### src/verilog/lcd_pkg.sv
// constants shared by the segment/common lcd driver and its helpers
`default_nettype none
package lcd_pkg;
    // register map, byte addresses on the cpu data bus
    localparam logic [15:0] DISPLAY_MODE_ADDR = 16'hffb0;
    localparam logic [15:0] CLOCK_CTRL_ADDR = 16'hffb2;
    localparam logic [15:0] DMEM_BASE_ADDR = 16'hfa00;
    localparam logic [15:0] DMEM_LAST_ADDR = 16'hfa27;
    localparam int NUM_SEG = 40;
    localparam int NUM_COM = 4;
    localparam int DMEM_AW = 6;
    localparam int DMEM_DW = 4;

    // display mode register fields
    localparam int DISPLAY_ENABLE_BIT = 7;
    localparam int DRIVE_SUPPLY_BIT = 4;
    localparam int MODE_SEL_LSB = 0;
    localparam logic [7:0] DISPLAY_MODE_RESET = 8'h00;
    localparam logic [7:0] DISPLAY_MODE_MASK = 8'h97;

    // clock control register fields
    localparam int CLK_SEL_LSB = 2;
    localparam logic [7:0] CLOCK_CTRL_RESET = 8'h00;
    localparam logic [7:0] CLOCK_CTRL_MASK = 8'h0c;

    // drive mode codes
    localparam logic [2:0] MODE_DIV4_B3 = 3'h0;
    localparam logic [2:0] MODE_DIV3_B3 = 3'h1;
    localparam logic [2:0] MODE_DIV2_B2 = 3'h2;
    localparam logic [2:0] MODE_DIV3_B2 = 3'h3;
    localparam logic [2:0] MODE_STATIC = 3'h4;

    // scan clock = main_osc_freq / 2^(CLK_EXP_BASE + code)
    localparam int CLK_EXP_BASE = 14;
    localparam int CLK_EXP_TOP = 17;

    // level-select codes per output pin
    localparam logic [1:0] LVL_GND = 2'h0;
    localparam logic [1:0] LVL_LOWER_MID = 2'h1;
    localparam logic [1:0] LVL_UPPER_MID = 2'h2;
    localparam logic [1:0] LVL_TOP = 2'h3;
endpackage
`default_nettype wire

### src/verilog/dmem_if.sv
// link between the controller and its display data memory
`default_nettype none
interface dmem_if;
    logic cpu_we;
    logic [lcd_pkg::DMEM_AW-1:0] cpu_addr;
    logic [lcd_pkg::DMEM_DW-1:0] cpu_wdata;
    logic [lcd_pkg::DMEM_DW-1:0] cpu_rdata;
    logic [lcd_pkg::DMEM_AW-1:0] scan_addr;
    logic [lcd_pkg::DMEM_DW-1:0] scan_data;
    modport mem (input cpu_we, cpu_addr, cpu_wdata, scan_addr, output cpu_rdata, scan_data);
    modport ctl (output cpu_we, cpu_addr, cpu_wdata, scan_addr, input cpu_rdata, scan_data);
endinterface
`default_nettype wire

### src/verilog/display_mem.sv
// 40 x 4 display data memory, cpu port and scan read port, registered reads
`default_nettype none
module display_mem #(
    parameter int DEPTH = lcd_pkg::NUM_SEG
) (
    // clock
    input wire logic clk_sys,
    // ports
    dmem_if.mem port
);
    logic [lcd_pkg::DMEM_DW-1:0] mem [DEPTH];

    // only the low nibble exists, so nothing else is stored
    always_ff @(posedge clk_sys)
    begin
        if (port.cpu_we)
        begin
            mem[port.cpu_addr] <= port.cpu_wdata;
        end
    end

    always_ff @(posedge clk_sys)
    begin
        port.cpu_rdata <= mem[port.cpu_addr];
    end

    always_ff @(posedge clk_sys)
    begin
        port.scan_data <= mem[port.scan_addr];
    end
endmodule
`default_nettype wire

### src/verilog/lcd_segment_common_driver.sv
// segment/common lcd controller: registers, display memory access, drive waveforms
// Contract
// - mode register clears to zero on reset
// - bit7 enables display, bit4 drive supply
// - mode field picks division and bias
// - clock register resets zero, bits 3:2 only
// - scan clock is main clock over power of two
// - frame rate halves per clock code step
// - forty display bytes from base address
// - unused display bytes act as ram
// - display bytes upper nibble reads zero
// - commons selected in ascending order, repeating
// - static mode drives same wave on every common
// - unused commons left open in 2/3-division
// - segment takes bit n in phase n
// - bit one selects, zero deselects segment
// - unscanned memory bits ignored by display
// - full drive only when both selected
// - halves swap levels, no net dc
// - each half-phase lasts one scan period
`default_nettype none
module lcd_segment_common_driver #(
    parameter int CLK_EXP_BASE = lcd_pkg::CLK_EXP_BASE
) (
    // clock and reset
    input wire logic clk_sys,
    input wire logic resetn,
    // cpu data bus
    input wire logic [15:0] bus_addr,
    input wire logic bus_wr,
    input wire logic bus_rd,
    input wire logic [7:0] bus_wdata,
    output logic [7:0] bus_rdata_ff,
    output logic bus_rvalid_ff,
    // panel drive
    output logic [2*lcd_pkg::NUM_COM-1:0] common_lvl_ff,
    output logic [lcd_pkg::NUM_COM-1:0] common_open_ff,
    output logic [2*lcd_pkg::NUM_SEG-1:0] segment_lvl_ff,
    output logic drive_supply_switch_ff,
    output logic panel_scan_clock_ff
);
    localparam int NS = lcd_pkg::NUM_SEG;
    localparam int NC = lcd_pkg::NUM_COM;

    dmem_if mif ();

    logic [7:0] display_mode_reg_ff;
    logic [7:0] drive_clock_ctrl_reg_ff;
    logic [7:0] reg_rdata_ff;
    logic mem_rd_ff;
    logic rd_ff;
    logic tick;
    logic scan_clk;
    logic mem_hit;
    logic [lcd_pkg::DMEM_AW-1:0] mem_idx;
    logic display_enable;
    logic [2:0] mode_sel;
    logic [1:0] clk_sel;
    logic bias_third;
    logic [1:0] last_phase;
    logic [1:0] phase_ff;
    logic half_ff;
    logic [1:0] nxt_phase;
    logic [lcd_pkg::DMEM_AW-1:0] sweep_ff;
    logic [lcd_pkg::DMEM_AW-1:0] sweep_d_ff;
    logic [NS-1:0] stage_ff;
    logic [NS-1:0] seg_sel_ff;

    display_mem #(.DEPTH(NS)) u_mem (
        .clk_sys(clk_sys),
        .port(mif.mem)
    );

    scan_clock_div #(.EXP_BASE(CLK_EXP_BASE)) u_div (
        .clk_sys(clk_sys),
        .resetn(resetn),
        .clk_sel(clk_sel),
        .tick_ff(tick),
        .scan_clk_ff(scan_clk)
    );

    // register decode
    always_comb
    begin
        display_enable = display_mode_reg_ff[lcd_pkg::DISPLAY_ENABLE_BIT];
        mode_sel = display_mode_reg_ff[lcd_pkg::MODE_SEL_LSB +: 3];
        clk_sel = drive_clock_ctrl_reg_ff[lcd_pkg::CLK_SEL_LSB +: 2];
        mem_hit = (bus_addr >= lcd_pkg::DMEM_BASE_ADDR) &&
            (bus_addr <= lcd_pkg::DMEM_LAST_ADDR);
        mem_idx = lcd_pkg::DMEM_AW'(bus_addr - lcd_pkg::DMEM_BASE_ADDR);
    end

    // division count and bias; a prohibited code falls back to static
    always_comb
    begin
        bias_third = 1'b0;
        last_phase = 2'h0;
        case (mode_sel)
            lcd_pkg::MODE_DIV4_B3:
            begin
                bias_third = 1'b1;
                last_phase = 2'h3;
            end
            lcd_pkg::MODE_DIV3_B3:
            begin
                bias_third = 1'b1;
                last_phase = 2'h2;
            end
            lcd_pkg::MODE_DIV2_B2:
            begin
                last_phase = 2'h1;
            end
            lcd_pkg::MODE_DIV3_B2:
            begin
                last_phase = 2'h2;
            end
            default:
            begin
                last_phase = 2'h0;
            end
        endcase
    end

    always_ff @(posedge clk_sys or negedge resetn)
    begin
        if (!resetn)
            display_mode_reg_ff <= lcd_pkg::DISPLAY_MODE_RESET;
        else if (bus_wr && bus_addr == lcd_pkg::DISPLAY_MODE_ADDR)
            display_mode_reg_ff <= bus_wdata & lcd_pkg::DISPLAY_MODE_MASK;
    end

    always_ff @(posedge clk_sys or negedge resetn)
    begin
        if (!resetn)
            drive_clock_ctrl_reg_ff <= lcd_pkg::CLOCK_CTRL_RESET;
        else if (bus_wr && bus_addr == lcd_pkg::CLOCK_CTRL_ADDR)
            drive_clock_ctrl_reg_ff <= bus_wdata & lcd_pkg::CLOCK_CTRL_MASK;
    end

    // cpu side of the memory; the scan port never blocks software access
    always_comb
    begin
        mif.cpu_we = bus_wr && mem_hit;
        mif.cpu_addr = mem_hit ? mem_idx : '0;
        mif.cpu_wdata = bus_wdata[lcd_pkg::DMEM_DW-1:0];
        mif.scan_addr = sweep_ff;
    end

    // reads take two cycles so that memory and registers share one output flop
    always_ff @(posedge clk_sys or negedge resetn)
    begin
        if (!resetn)
        begin
            rd_ff <= 1'b0;
            mem_rd_ff <= 1'b0;
            reg_rdata_ff <= 8'h00;
        end
        else
        begin
            rd_ff <= bus_rd;
            mem_rd_ff <= bus_rd && mem_hit;
            if (bus_addr == lcd_pkg::DISPLAY_MODE_ADDR)
                reg_rdata_ff <= display_mode_reg_ff;
            else if (bus_addr == lcd_pkg::CLOCK_CTRL_ADDR)
                reg_rdata_ff <= drive_clock_ctrl_reg_ff;
            else
                reg_rdata_ff <= 8'h00;
        end
    end

    always_ff @(posedge clk_sys or negedge resetn)
    begin
        if (!resetn)
        begin
            bus_rdata_ff <= 8'h00;
            bus_rvalid_ff <= 1'b0;
        end
        else
        begin
            bus_rvalid_ff <= rd_ff;
            if (!rd_ff)
                bus_rdata_ff <= 8'h00;
            else if (mem_rd_ff)
                bus_rdata_ff <= {4'h0, mif.cpu_rdata};
            else
                bus_rdata_ff <= reg_rdata_ff;
        end
    end

    // phase sequencer, restarts at common 0 whenever the display is off
    always_comb
    begin
        nxt_phase = (phase_ff >= last_phase) ? 2'h0 : phase_ff + 2'h1;
    end

    always_ff @(posedge clk_sys or negedge resetn)
    begin
        if (!resetn)
        begin
            phase_ff <= 2'h0;
            half_ff <= 1'b0;
        end
        else if (!display_enable)
        begin
            phase_ff <= 2'h0;
            half_ff <= 1'b0;
        end
        else if (tick)
        begin
            half_ff <= ~half_ff;
            if (half_ff)
                phase_ff <= nxt_phase;
        end
    end

    // sweep the memory continuously, gathering bit n of the coming phase;
    // a full sweep takes 40 cycles, so a phase must be longer than that:
    // keep CLK_EXP_BASE at 6 or above even in simulation
    always_ff @(posedge clk_sys or negedge resetn)
    begin
        if (!resetn)
        begin
            sweep_ff <= '0;
            sweep_d_ff <= '0;
        end
        else
        begin
            sweep_ff <= (sweep_ff == lcd_pkg::DMEM_AW'(NS - 1)) ? '0 :
                sweep_ff + lcd_pkg::DMEM_AW'(1);
            sweep_d_ff <= sweep_ff;
        end
    end

    always_ff @(posedge clk_sys or negedge resetn)
    begin
        if (!resetn)
            stage_ff <= '0;
        else
            // while off, gather phase 0 so the first phase after enable shows its own bit
            stage_ff[sweep_d_ff] <= mif.scan_data[display_enable ? nxt_phase : phase_ff];
    end

    always_ff @(posedge clk_sys or negedge resetn)
    begin
        if (!resetn)
            seg_sel_ff <= '0;
        else if (!display_enable || (tick && half_ff))
            seg_sel_ff <= stage_ff;
    end

    // level code of one segment from its select bit
    function automatic logic [1:0] seg_level(input logic sel, input logic half,
                                             input logic third);
        logic [1:0] lvl;
        lvl = lcd_pkg::LVL_GND;
        if (sel)
            lvl = half ? lcd_pkg::LVL_TOP : lcd_pkg::LVL_GND;
        else if (third)
            lvl = half ? lcd_pkg::LVL_LOWER_MID : lcd_pkg::LVL_UPPER_MID;
        else
            lvl = half ? lcd_pkg::LVL_GND : lcd_pkg::LVL_TOP;
        return lvl;
    endfunction

    // level code of one common; only a selected common reaches the rails
    function automatic logic [1:0] com_level(input logic sel, input logic half,
                                             input logic third);
        logic [1:0] lvl;
        lvl = lcd_pkg::LVL_GND;
        if (sel)
            lvl = half ? lcd_pkg::LVL_GND : lcd_pkg::LVL_TOP;
        else if (third)
            lvl = half ? lcd_pkg::LVL_UPPER_MID : lcd_pkg::LVL_LOWER_MID;
        else
            lvl = lcd_pkg::LVL_LOWER_MID;
        return lvl;
    endfunction

    genvar gs;
    generate
        for (gs = 0; gs < NS; gs++)
        begin : g_seg
            always_ff @(posedge clk_sys or negedge resetn)
            begin
                if (!resetn)
                    segment_lvl_ff[2*gs +: 2] <= lcd_pkg::LVL_GND;
                else if (!display_enable)
                    segment_lvl_ff[2*gs +: 2] <= lcd_pkg::LVL_GND;
                else
                    segment_lvl_ff[2*gs +: 2] <= seg_level(seg_sel_ff[gs], half_ff,
                        bias_third);
            end
        end
    endgenerate

    genvar gc;
    generate
        for (gc = 0; gc < NC; gc++)
        begin : g_com
            logic used;
            logic sel;
            always_comb
            begin
                used = (2'(gc) <= last_phase) || (last_phase == 2'h0);
                sel = (last_phase == 2'h0) || (phase_ff == 2'(gc));
            end

            always_ff @(posedge clk_sys or negedge resetn)
            begin
                if (!resetn)
                begin
                    common_lvl_ff[2*gc +: 2] <= lcd_pkg::LVL_GND;
                    common_open_ff[gc] <= 1'b0;
                end
                else if (!display_enable)
                begin
                    common_lvl_ff[2*gc +: 2] <= lcd_pkg::LVL_GND;
                    common_open_ff[gc] <= 1'b0;
                end
                else
                begin
                    common_lvl_ff[2*gc +: 2] <= used ?
                        com_level(sel, half_ff, bias_third) : lcd_pkg::LVL_GND;
                    common_open_ff[gc] <= ~used;
                end
            end
        end
    endgenerate

    always_ff @(posedge clk_sys or negedge resetn)
    begin
        if (!resetn)
        begin
            drive_supply_switch_ff <= 1'b0;
            panel_scan_clock_ff <= 1'b0;
        end
        else
        begin
            drive_supply_switch_ff <= display_mode_reg_ff[lcd_pkg::DRIVE_SUPPLY_BIT];
            panel_scan_clock_ff <= scan_clk;
        end
    end
endmodule
`default_nettype wire

### src/verilog/scan_clock_div.sv
// power-of-two divider giving the panel scan clock and a tick per period
`default_nettype none
module scan_clock_div #(
    parameter int EXP_BASE = lcd_pkg::CLK_EXP_BASE
) (
    // clock and reset
    input wire logic clk_sys,
    input wire logic resetn,
    // control
    input wire logic [1:0] clk_sel,
    // outputs
    output logic tick_ff,
    output logic scan_clk_ff
);
    localparam int CW = EXP_BASE + 3;
    logic [CW-1:0] cnt_ff;
    logic [CW-1:0] mask;
    logic [CW-1:0] half_bit;

    always_comb
    begin
        mask = CW'((33'h1 << (EXP_BASE + int'(clk_sel))) - 33'h1);
        half_bit = CW'(33'h1 << (EXP_BASE - 1 + int'(clk_sel)));
    end

    always_ff @(posedge clk_sys or negedge resetn)
    begin
        if (!resetn)
            cnt_ff <= '0;
        else
            cnt_ff <= cnt_ff + CW'(1);
    end

    // one tick per selected period, so every half-phase is one scan clock period
    always_ff @(posedge clk_sys or negedge resetn)
    begin
        if (!resetn)
            tick_ff <= 1'b0;
        else
            tick_ff <= ((cnt_ff & mask) == mask);
    end

    always_ff @(posedge clk_sys or negedge resetn)
    begin
        if (!resetn)
            scan_clk_ff <= 1'b0;
        else
            scan_clk_ff <= |(cnt_ff & half_bit);
    end
endmodule
`default_nettype wire
### config.mk
export PLATFORM = sky130hd
export DESIGN_NAME = lcd_segment_common_driver
export DESIGN_NICKNAME = d
export VERILOG_FILES = /design/src/verilog/lcd_pkg.sv /design/src/verilog/dmem_if.sv /design/src/verilog/display_mem.sv /design/src/verilog/lcd_segment_common_driver.sv /design/src/verilog/scan_clock_div.sv
export SDC_FILE = /design/constraint.sdc
export NUM_CORES = 1
export LEC_CHECK = 0
export BUFFER_PORTS_ARGS = -buffer_cell sky130_fd_sc_hd__buf_2
export CAP_MARGIN = 40
export CORE_MARGIN = 5
export CORE_UTILIZATION = 40
export DETAILED_ROUTE_END_ITERATION = 10
export GPL_ROUTABILITY_DRIVEN = 1
export GPL_TIMING_DRIVEN = 1
export PLACE_DENSITY = 0.54
export SETUP_SLACK_MARGIN = 0.3
export SYNTH_ARGS = -nofsm -noshare
export SYNTH_HDL_FRONTEND = slang
export SYNTH_HIERARCHICAL = 1
export SYNTH_SLANG_ARGS = --single-unit
### constraint.sdc
create_clock -name clk_sys -period 2.9 [get_ports clk_sys]
set_clock_uncertainty 0.15 [all_clocks]
set_input_delay 0.29 -clock clk_sys [delete_from_list [all_inputs] [get_ports clk_sys]]
set_output_delay 0.29 -clock clk_sys [all_outputs]
set_load 0.01 [all_outputs]
==> qor.yml, run 1 <==
power:
  vdd_drop_max_uv: 444
  pwr-share-clk_pct: 49.4
  swShare_pct: 20.0
  p_comb_share_pct: 1.2
  sequentialPowerShare_pct: 49.4
  power.switching_mw: 2.38
  leakage_nw: 9.50
  internal-power_mw: 9.47
  power_density_nw_per_um2: 543
route:
  route.detailed.drc: 0
  postRouteAntennaNets: 0
  viasPerCell: 5.18
  drtIter0Drc: 830
  drt_pass1_iterations: 5
  vias: 11500
  post_drt_wl_per_cell_um: 19.4
  drt_wl_total_um: 43200
die:
  die_w_um: 220
  coreArea_um2: 43900
  initial_utilization_pct: 40.2
  die_height_um: 220
  ioPinCount: 131
  placementRows: 77
  die_area_um2: 48400
clocking:
  cts_buffer_depth: 3
  htree_num_levels: 2
  cts_tree: "done"
  cts_root_buf: "clkbuf_16"
  clkSinkCount: 397
  path_clk_slew_ns: 0.06
  cts_buffers: 44
  insertion_delay_ns: 0.57
layout:
  drive_gt1_share_pct: 34.8
  nFillCells: 3841
  n_antenna_cell: 0
  syn_to_final_growth_pct: 23.7
  final_area_um2: 21800
  multi_input_area_um2: 6570
  regArea_um2: 10700
  fin_nets: 1639
  instances_no_fill: 2225
synth:
  ys_seq_area_share_pct: 60.6
  ys_types: 74
  syn-instance-count: 1330
  synth-edff-count: 160
  syn_avg_cell_area_um2: 13.3
  synthTopCellsByArea: "dfrtp_1 32%, edfxtp_1 27%, mux2i_1 4.7%"
  ys_seq_elements: 397
  ys_async_sr_fraction_pct: 57.7
  syn-cell-area_um2: 17600
  synth_top_area_cell: "dfrtp_1"
  synthDominantCellAreaShare_pct: 32.5
  yosys_warnings: 6
  synth_flop_cell: "dfrtp_1"
global_routing:
  grt_max_degree: 89
  grt_first_pass_wirelength_um: 67600
  grt_use_total_pct: 18.0
  grt_pass1_vias: 11700
  grt-ovfl-total: 0
  antenna_found_initial: 0
timing:
  hold_violations: 0
  rsz0062_at_grt: "true"
  slew_headroom_pct: 44.0
  drv_slew: 0
  tns_ns: 0
  fmax_ghz: 0.382
  setup_viol: 0
  worstMarginPinSlew_ns: 0.840
  hold_ws_ns: 0.0874
  min_period_ns: 2.62
  finalCritPeriodShare_pct: 90.2
setup_path:
  crit_slowest_cell: "dfrtp_1"
  cp-start-kind: "flop"
  path_max_fanout: 5
  crit_buf_inv: 4
  critical_path_class: "flop to flop"
  cp_cell_sequence: "or2_4 > inv_4 > ha_4 > nand2b_4 > a211o_1 > buf_6 > a32oi_4 > a2bb2oi_4 > buf_12 > buf_16 > mux2_4"
  crit_family: "compound AO/OA/AOI/OAI gates"
  cp_slowest_stage_delay_ns: 0.37
  cp.required_ns: 3.20
  cp.arrival_ns: 2.92
  endpoint_kind: "flop"
placement:
  place_area_um2: 19900
  io_buffers: 125
  place_inst: 2123
  place_congestion: 0.907
  dpl.hpwl_um: 30200
flow_run:
  cap_viol_max_count: 0
hold_path:
  hp-class: "input pin to asynchronous set/reset pin"
run_status:
  status: "completed"
stage by stage:
stage	total power [mW]	util [%]	setup WS, ns
after floorplan	5.98	-	0.303
after global placement	6.11	45.2	-0.161
after detailed placement	6.11	45.3	-0.158
after CTS	12.0	49.6	0.314
after global routing	12.3	49.7	0.236
final	11.8	49.7	0.284
cells in the mapped netlist, drive strengths merged, types with 6 or more instances:
| cell | n |
|---|---|
| inv | 14 |
| o21ai | 9 |
| nand3 | 19 |
| a21oi | 100 |
| nor2b | 16 |
| mux4 | 25 |
| clkbuf | 40 |
| nand2b | 6 |
| ha | 13 |
| a22o | 11 |
| nand2 | 93 |
| nor3b | 6 |
| nor2 | 80 |
| nor3 | 14 |
| a221oi | 14 |
| a22oi | 31 |
| buf | 39 |
| nand4 | 6 |
| and2 | 19 |
| or2 | 83 |
| xor2 | 13 |
| o22ai | 10 |
| mux2 | 110 |
| dfrtp | 229 |
| edfxtp | 160 |
| mux2i | 83 |
| nand3b | 8 |
| dfxtp | 8 |
| nor4 | 8 |
final timing paths:
kind / from / slack (ns) / cells past startpoint / endpoint
max: display_mode_reg_ff[0]$_DFFE_PN0P_ / 0.28 / 11 / stage_ff[34]$_DFFE_PN0P_
min: resetn / 0.09 / 2 / segment_lvl_ff[45]$_DFF_PN0_
max reg2reg: display_mode_reg_ff[0]$_DFFE_PN0P_ / 0.28 / 11 / stage_ff[34]$_DFFE_PN0P_
min reg2reg: u_div/scan_clk_ff$_DFF_PN0_ / 0.20 / 0 / panel_scan_clock_ff$_DFF_PN0_
max in group asynchronous: resetn / 1.76 / 3 / mif.scan_addr[0]$_DFF_PN0_
min in group clk_sys: bus_addr[10] / 0.19 / 6 / mem_rd_ff$_DFF_PN0_
layout make-up:
| type | count | area share [%] |
|---|---|---|
| flip-flops and latches | 397 | 49.0 |
| multi-input cells | 842 | 30.1 |
| repair buffers | 299 | 10.2 |
| clock buffers | 52 | 5.33 |
| well taps | 592 | 3.39 |
| clock inverters | 29 | 1.66 |
| inverters | 14 | 0.252 |
sequential cells by signal (all words and copies together), names as in the netlist, 2 cells and up:
signal,count
bus_rdata_ff,6
drive_clock_ctrl_reg_ff,2
stage_ff,40
display_mode_reg_ff,5
reg_rdata_ff,6
common_lvl_ff,8
mif.scan_addr,6
u_mem/port.scan_data,4
u_mem/mem,160
sweep_d_ff,6
segment_lvl_ff,80
common_open_ff,3
seg_sel_ff,40
u_mem/port.cpu_rdata,4
u_div/cnt_ff,17
phase_ff,2
worst register-to-register path: stages (launching register included):
cell and delay [ns]:
dfrtp_1 0.37, or2_4 0.27, inv_4 0.06, ha_4 0.18, nand2b_4 0.14, a211o_1 0.32, buf_6 0.13, a32oi_4 0.18
a2bb2oi_4 0.14, buf_12 0.17, buf_16 0.14, mux2_4 0.26
cell usage in the layout (no fill, tap or decap), drive strengths merged, types with 4 or more instances in the layout:
cell type    instances
nor3                14
nor2b               16
o22ai               10
nor4                 8
and3                 5
mux4                25
nand4                6
xor2                13
o41ai                4
a22oi               31
nand2b               6
clkinv              18
xnor2                5
and2                19
or2                 83
dfrtp              229
mux2i               83
o21ai                9
a22o                11
ha                  13
buf                293
edfxtp             160
nor2                80
nand2               93
nand3               19
clkbuf              52
mux2               110
inv                 16
a221oi              14
dlygate4sd3          6
dfxtp                8
nor3b                6
a21oi              100
nand3b               8
bufinv               8
per-layer routing:
layer	vias to the layer above	GRT usage [%]	wire length [µm]
met5	-	0	0
met4	0	6.55	1410
met3	80	2.62	1990
met2	274	29.7	20900
met1	5763	24.5	18900
li1	5410	-	-
power groups by stage:
stage,clock network [mW],registers (mW),logic (mW)
2_1_floorplan,0,5.96,0.0116
3_3_place_gp,0,5.96,0.147
3_5_place_dp,0,5.96,0.150
4_1_cts,6.02,5.85,0.157
5_1_grt,6.25,5.85,0.173
6_report,5.85,5.85,0.148
logic make-up (layout without fill, tap and decap cells):
family / Yosys count / in the layout / synth area share [%]
and+or+nand+nor: 375 / 375 / 11.2
xor gates and xnor gates: 18 / 18 / 0.894
muxes: 218 / 218 / 15.3
buffers and inverters: 93 / 394 / 2.70
AOI/OAI and AO/OA: 215 / 215 / 8.25
DFF: 397 / 397 / 60.6
adders and majority gates: 13 / 13 / 0.922
other: 1 / 3 / 0.0213
what timing repair did:
item | in CTS | in global routing
resized for setup | 14 | 9
pin swaps | 4 | 4
endpoints found under the hold margin | 236 | 0
endpoints found under the setup margin | 39 | 40
hold buffers | 6 | 0
setup buffers | 10 | 0
cloned | 5 | 0
(Power assumes the default switching activity.)
==> run 2, diff against run 1 <==
- SYNTH_HIERARCHICAL: 1 -> unset
==> qor.yml, run 2 <==
synth:
  synthDominantCellAreaShare_pct: 32.7
  ys_seq_area_share_pct: 61.1
  synthMuxAreaShare_pct: 16.1
  ys_types: 72
  yosys.area_share.simple_pct: 11.6
  ys_async_sr_fraction_pct: 57.7
  synth-edff-count: 160
  synth_compound_area_share_pct: 7.00
  synthTopCellsByCount: "229 x dfrtp_1, 160 x edfxtp_1, 98 x mux2_2, 95 x nand2_1, 73 x nor2_1"
  syn-instance-count: 1295
  synth_flop_cell: "dfrtp_1"
  synth_most_common_cell: "dfrtp_1"
  yosys_warnings: 0
  synth_fa_ha_area_share_pct: 0.929
  synth-xor-area-share_pct: 0.900
  synth_top_area_cell: "dfrtp_1"
  synthTopCellsByArea: "dfrtp_1 33%, edfxtp_1 27%, mux4_2 7.3%"
  syn-cell-area_um2: 17500
  synth_top_family_by_area: "multiplexers"
  ys_seq_elements: 397
  syn_avg_cell_area_um2: 13.5
global_routing:
  grtUsageMet1_pct: 25.0
  grt_busiest_layer: "met2"
  grt-ovfl-total: 0
  grt_max_degree: 94
  grt_use_total_pct: 18.0
  antenna_found_initial: 0
  grt_first_pass_wirelength_um: 67000
  grt_pass1_vias: 11300
  grt_use_met3_pct: 3.55
  met2_usage_pct: 28.9
route:
  drt_wl_total_um: 42900
  drt_pass1_iterations: 6
  vias: 11000
  postRouteAntennaNets: 0
  viasPerCell: 5.27
  drtIter0Drc: 718
  post_drt_wl_per_cell_um: 20.5
  route.detailed.drc: 0
placement:
  io_buffers: 125
  dpl.hpwl_um: 29800
  pre_cts_ws_ns: 0.118
  place_congestion: 0.860
layout:
  largestRegisters: "u_mem.mem x160, segment_lvl_ff x80"
  largest_register_ffs: 160
  final_cell_mix: "225 x dfrtp_1, 160 x edfxtp_1, 124 x buf_2"
  multi_input_area_um2: 6430
  drive_gt1_share_pct: 32.1
  layout_commonest_cell: "dfrtp_1"
  n_antenna_cell: 0
  fin_nets: 1513
  final_core_util_pct: 48.0
  syn_to_final_growth_pct: 18.4
  nFillCells: 3891
  regArea_um2: 10700
  regMostFlops: "u_mem.mem"
run_status:
  status: "completed"
timing:
  rsz0062_at_grt: "true"
  hold_violations: 0
  worstMarginPinSlew_ns: 0.858
  fmax_ghz: 0.371
  min_period_ns: 2.70
  drv_slew: 0
  slew_headroom_pct: 42.8
  setup_viol: 0
  layout_setup_ws_ns: 0.204
  finalCritPeriodShare_pct: 93.0
  tns_ns: 0
setup_path:
  crit_buf_inv: 2
  critical_path_class: "flop to flop"
  r2r_slack_ns: 0.20
  timing.rr.start: "display_mode_reg_ff[2]$_DFFE_PN0P_"
  cp_cell_sequence: "or2_4 > inv_2 > ha_1 > o21ai_1 > nand3b_1 > o22ai_2 > mux4_2 > buf_12 > mux2_2"
  cp.arrival_ns: 2.99
  cp.required_ns: 3.20
  startpoint: "display_mode_reg_ff[2]$_DFFE_PN0P_"
  reg2reg_depth: 9
  crit_family: "multiplexers"
  endpoint_kind: "flop"
  cp-start-kind: "flop"
  path_max_fanout: 40
  crit_slowest_cell: "mux4_2"
  r2r-end: "stage_ff[9]$_DFFE_PN0P_"
  cp_slowest_stage_delay_ns: 0.55
clocking:
  clkSinkCount: 397
  cts_tree: "done"
  htree_num_levels: 2
  cts_buffers: 43
  insertion_delay_ns: 0.57
  path_clk_slew_ns: 0.06
  cts_buffer_depth: 3
  cts_root_buf: "clkbuf_16"
power:
  power.switching_mw: 2.46
  power_density_nw_per_um2: 563
  vdd_drop_max_uv: 444
  leakage_nw: 8.50
  swShare_pct: 21.1
  internal-power_mw: 9.20
  pwr-share-clk_pct: 47.1
  p_comb_share_pct: 2.7
  sequentialPowerShare_pct: 50.2
die:
  die_area_um2: 48100
  ioPinCount: 131
  die_height_um: 219
  coreArea_um2: 43200
  placementRows: 76
  initial_utilization_pct: 40.6
  die_w_um: 219
flow_run:
  cap_viol_max_count: 0
hold_path:
  hp-class: "input pin to asynchronous set/reset pin"
run 2: changes by cell type in the layout (fill, tap and decap cells not counted), sizes merged, moves of 12 or more:
cell | previous run | this run
a21oi | 100 | 14
o21ai | 9 | 58
a22oi | 31 | 5
mux2 | 110 | 98
mux2i | 83 | 43
mux4 | 25 | 57
a221oi | 14 | 2
and2 | 19 | 60
or2 | 83 | 41
a21boi | 3 | 43
buf | 293 | 205
run 2: layout make-up:
type / instances / area share [%]
sequential: 397 / 51.6
multi-input combinational: 801 / 31.0
timing repair buffer: 209 / 6.61
clock buffer: 63 / 6.00
tap: 585 / 3.53
clock inverter: 16 / 0.869
inverter: 20 / 0.362
run 2: worst max path at each step:
stage | endpoint | slack (ns) | cells past startpoint
6_report | stage_ff[9]$_DFFE_PN0P_ | 0.20 | 9
3_5_place_dp | u_mem.port.cpu_rdata[2]$_DFF_P_ | 0.12 | 7
2_1_floorplan | stage_ff[35]$_DFFE_PN0P_ | 0.32 | 9
4_1_cts | stage_ff[9]$_DFFE_PN0P_ | 0.20 | 9
3_3_place_gp | u_mem.port.cpu_rdata[2]$_DFF_P_ | 0.15 | 7
5_1_grt | stage_ff[8]$_DFFE_PN0P_ | 0.10 | 9
run 2: metal layers:
layer  vias up  part of all wire [%]  wire length, µm
met2       297                    47            20300
li1       5106                     -                -
met4         0                   2.4             1020
met3        64                   6.1             2620
met1      5559                    44            18900
met5         -                     0                0
run 2: metrics by stage:
step                power, mW  hold slack [ns]  cells  area, µm²
finish                   11.7            0.138   2091      20700
global route             12.1            0.152   2091      20700
detailed placement       6.28            0.150   2003      19200
floorplan                6.08           -0.156   1297      17600
CTS                      11.8            0.122   2089      20700
global placement         6.28            0.146   2002      19200
run 2: what timing repair did:
action                                  CTS  global route
endpoints found under the hold margin    72             0
gates resized for setup                   2             0
endpoints found under the setup margin   44            43
pin swaps                                 1             0
setup buffers                             3             2
hold buffers                              4             0
run 2: cells by family after synthesis:
family / count (synthesis)
buf+inv: 99
simple gates: 388
other cells: 1
compound gates: 181
mux: 198
xor+xnor: 18
flops: 397
fa+ha+maj: 13
run 2: power groups by stage:
stage	clock, mW	combinational [mW]	sequential (mW)
2_1_floorplan	0	0.120	5.96
3_3_place_gp	0	0.320	5.96
3_5_place_dp	0	0.322	5.96
4_1_cts	5.66	0.327	5.85
5_1_grt	5.90	0.354	5.85
6_report	5.49	0.320	5.85
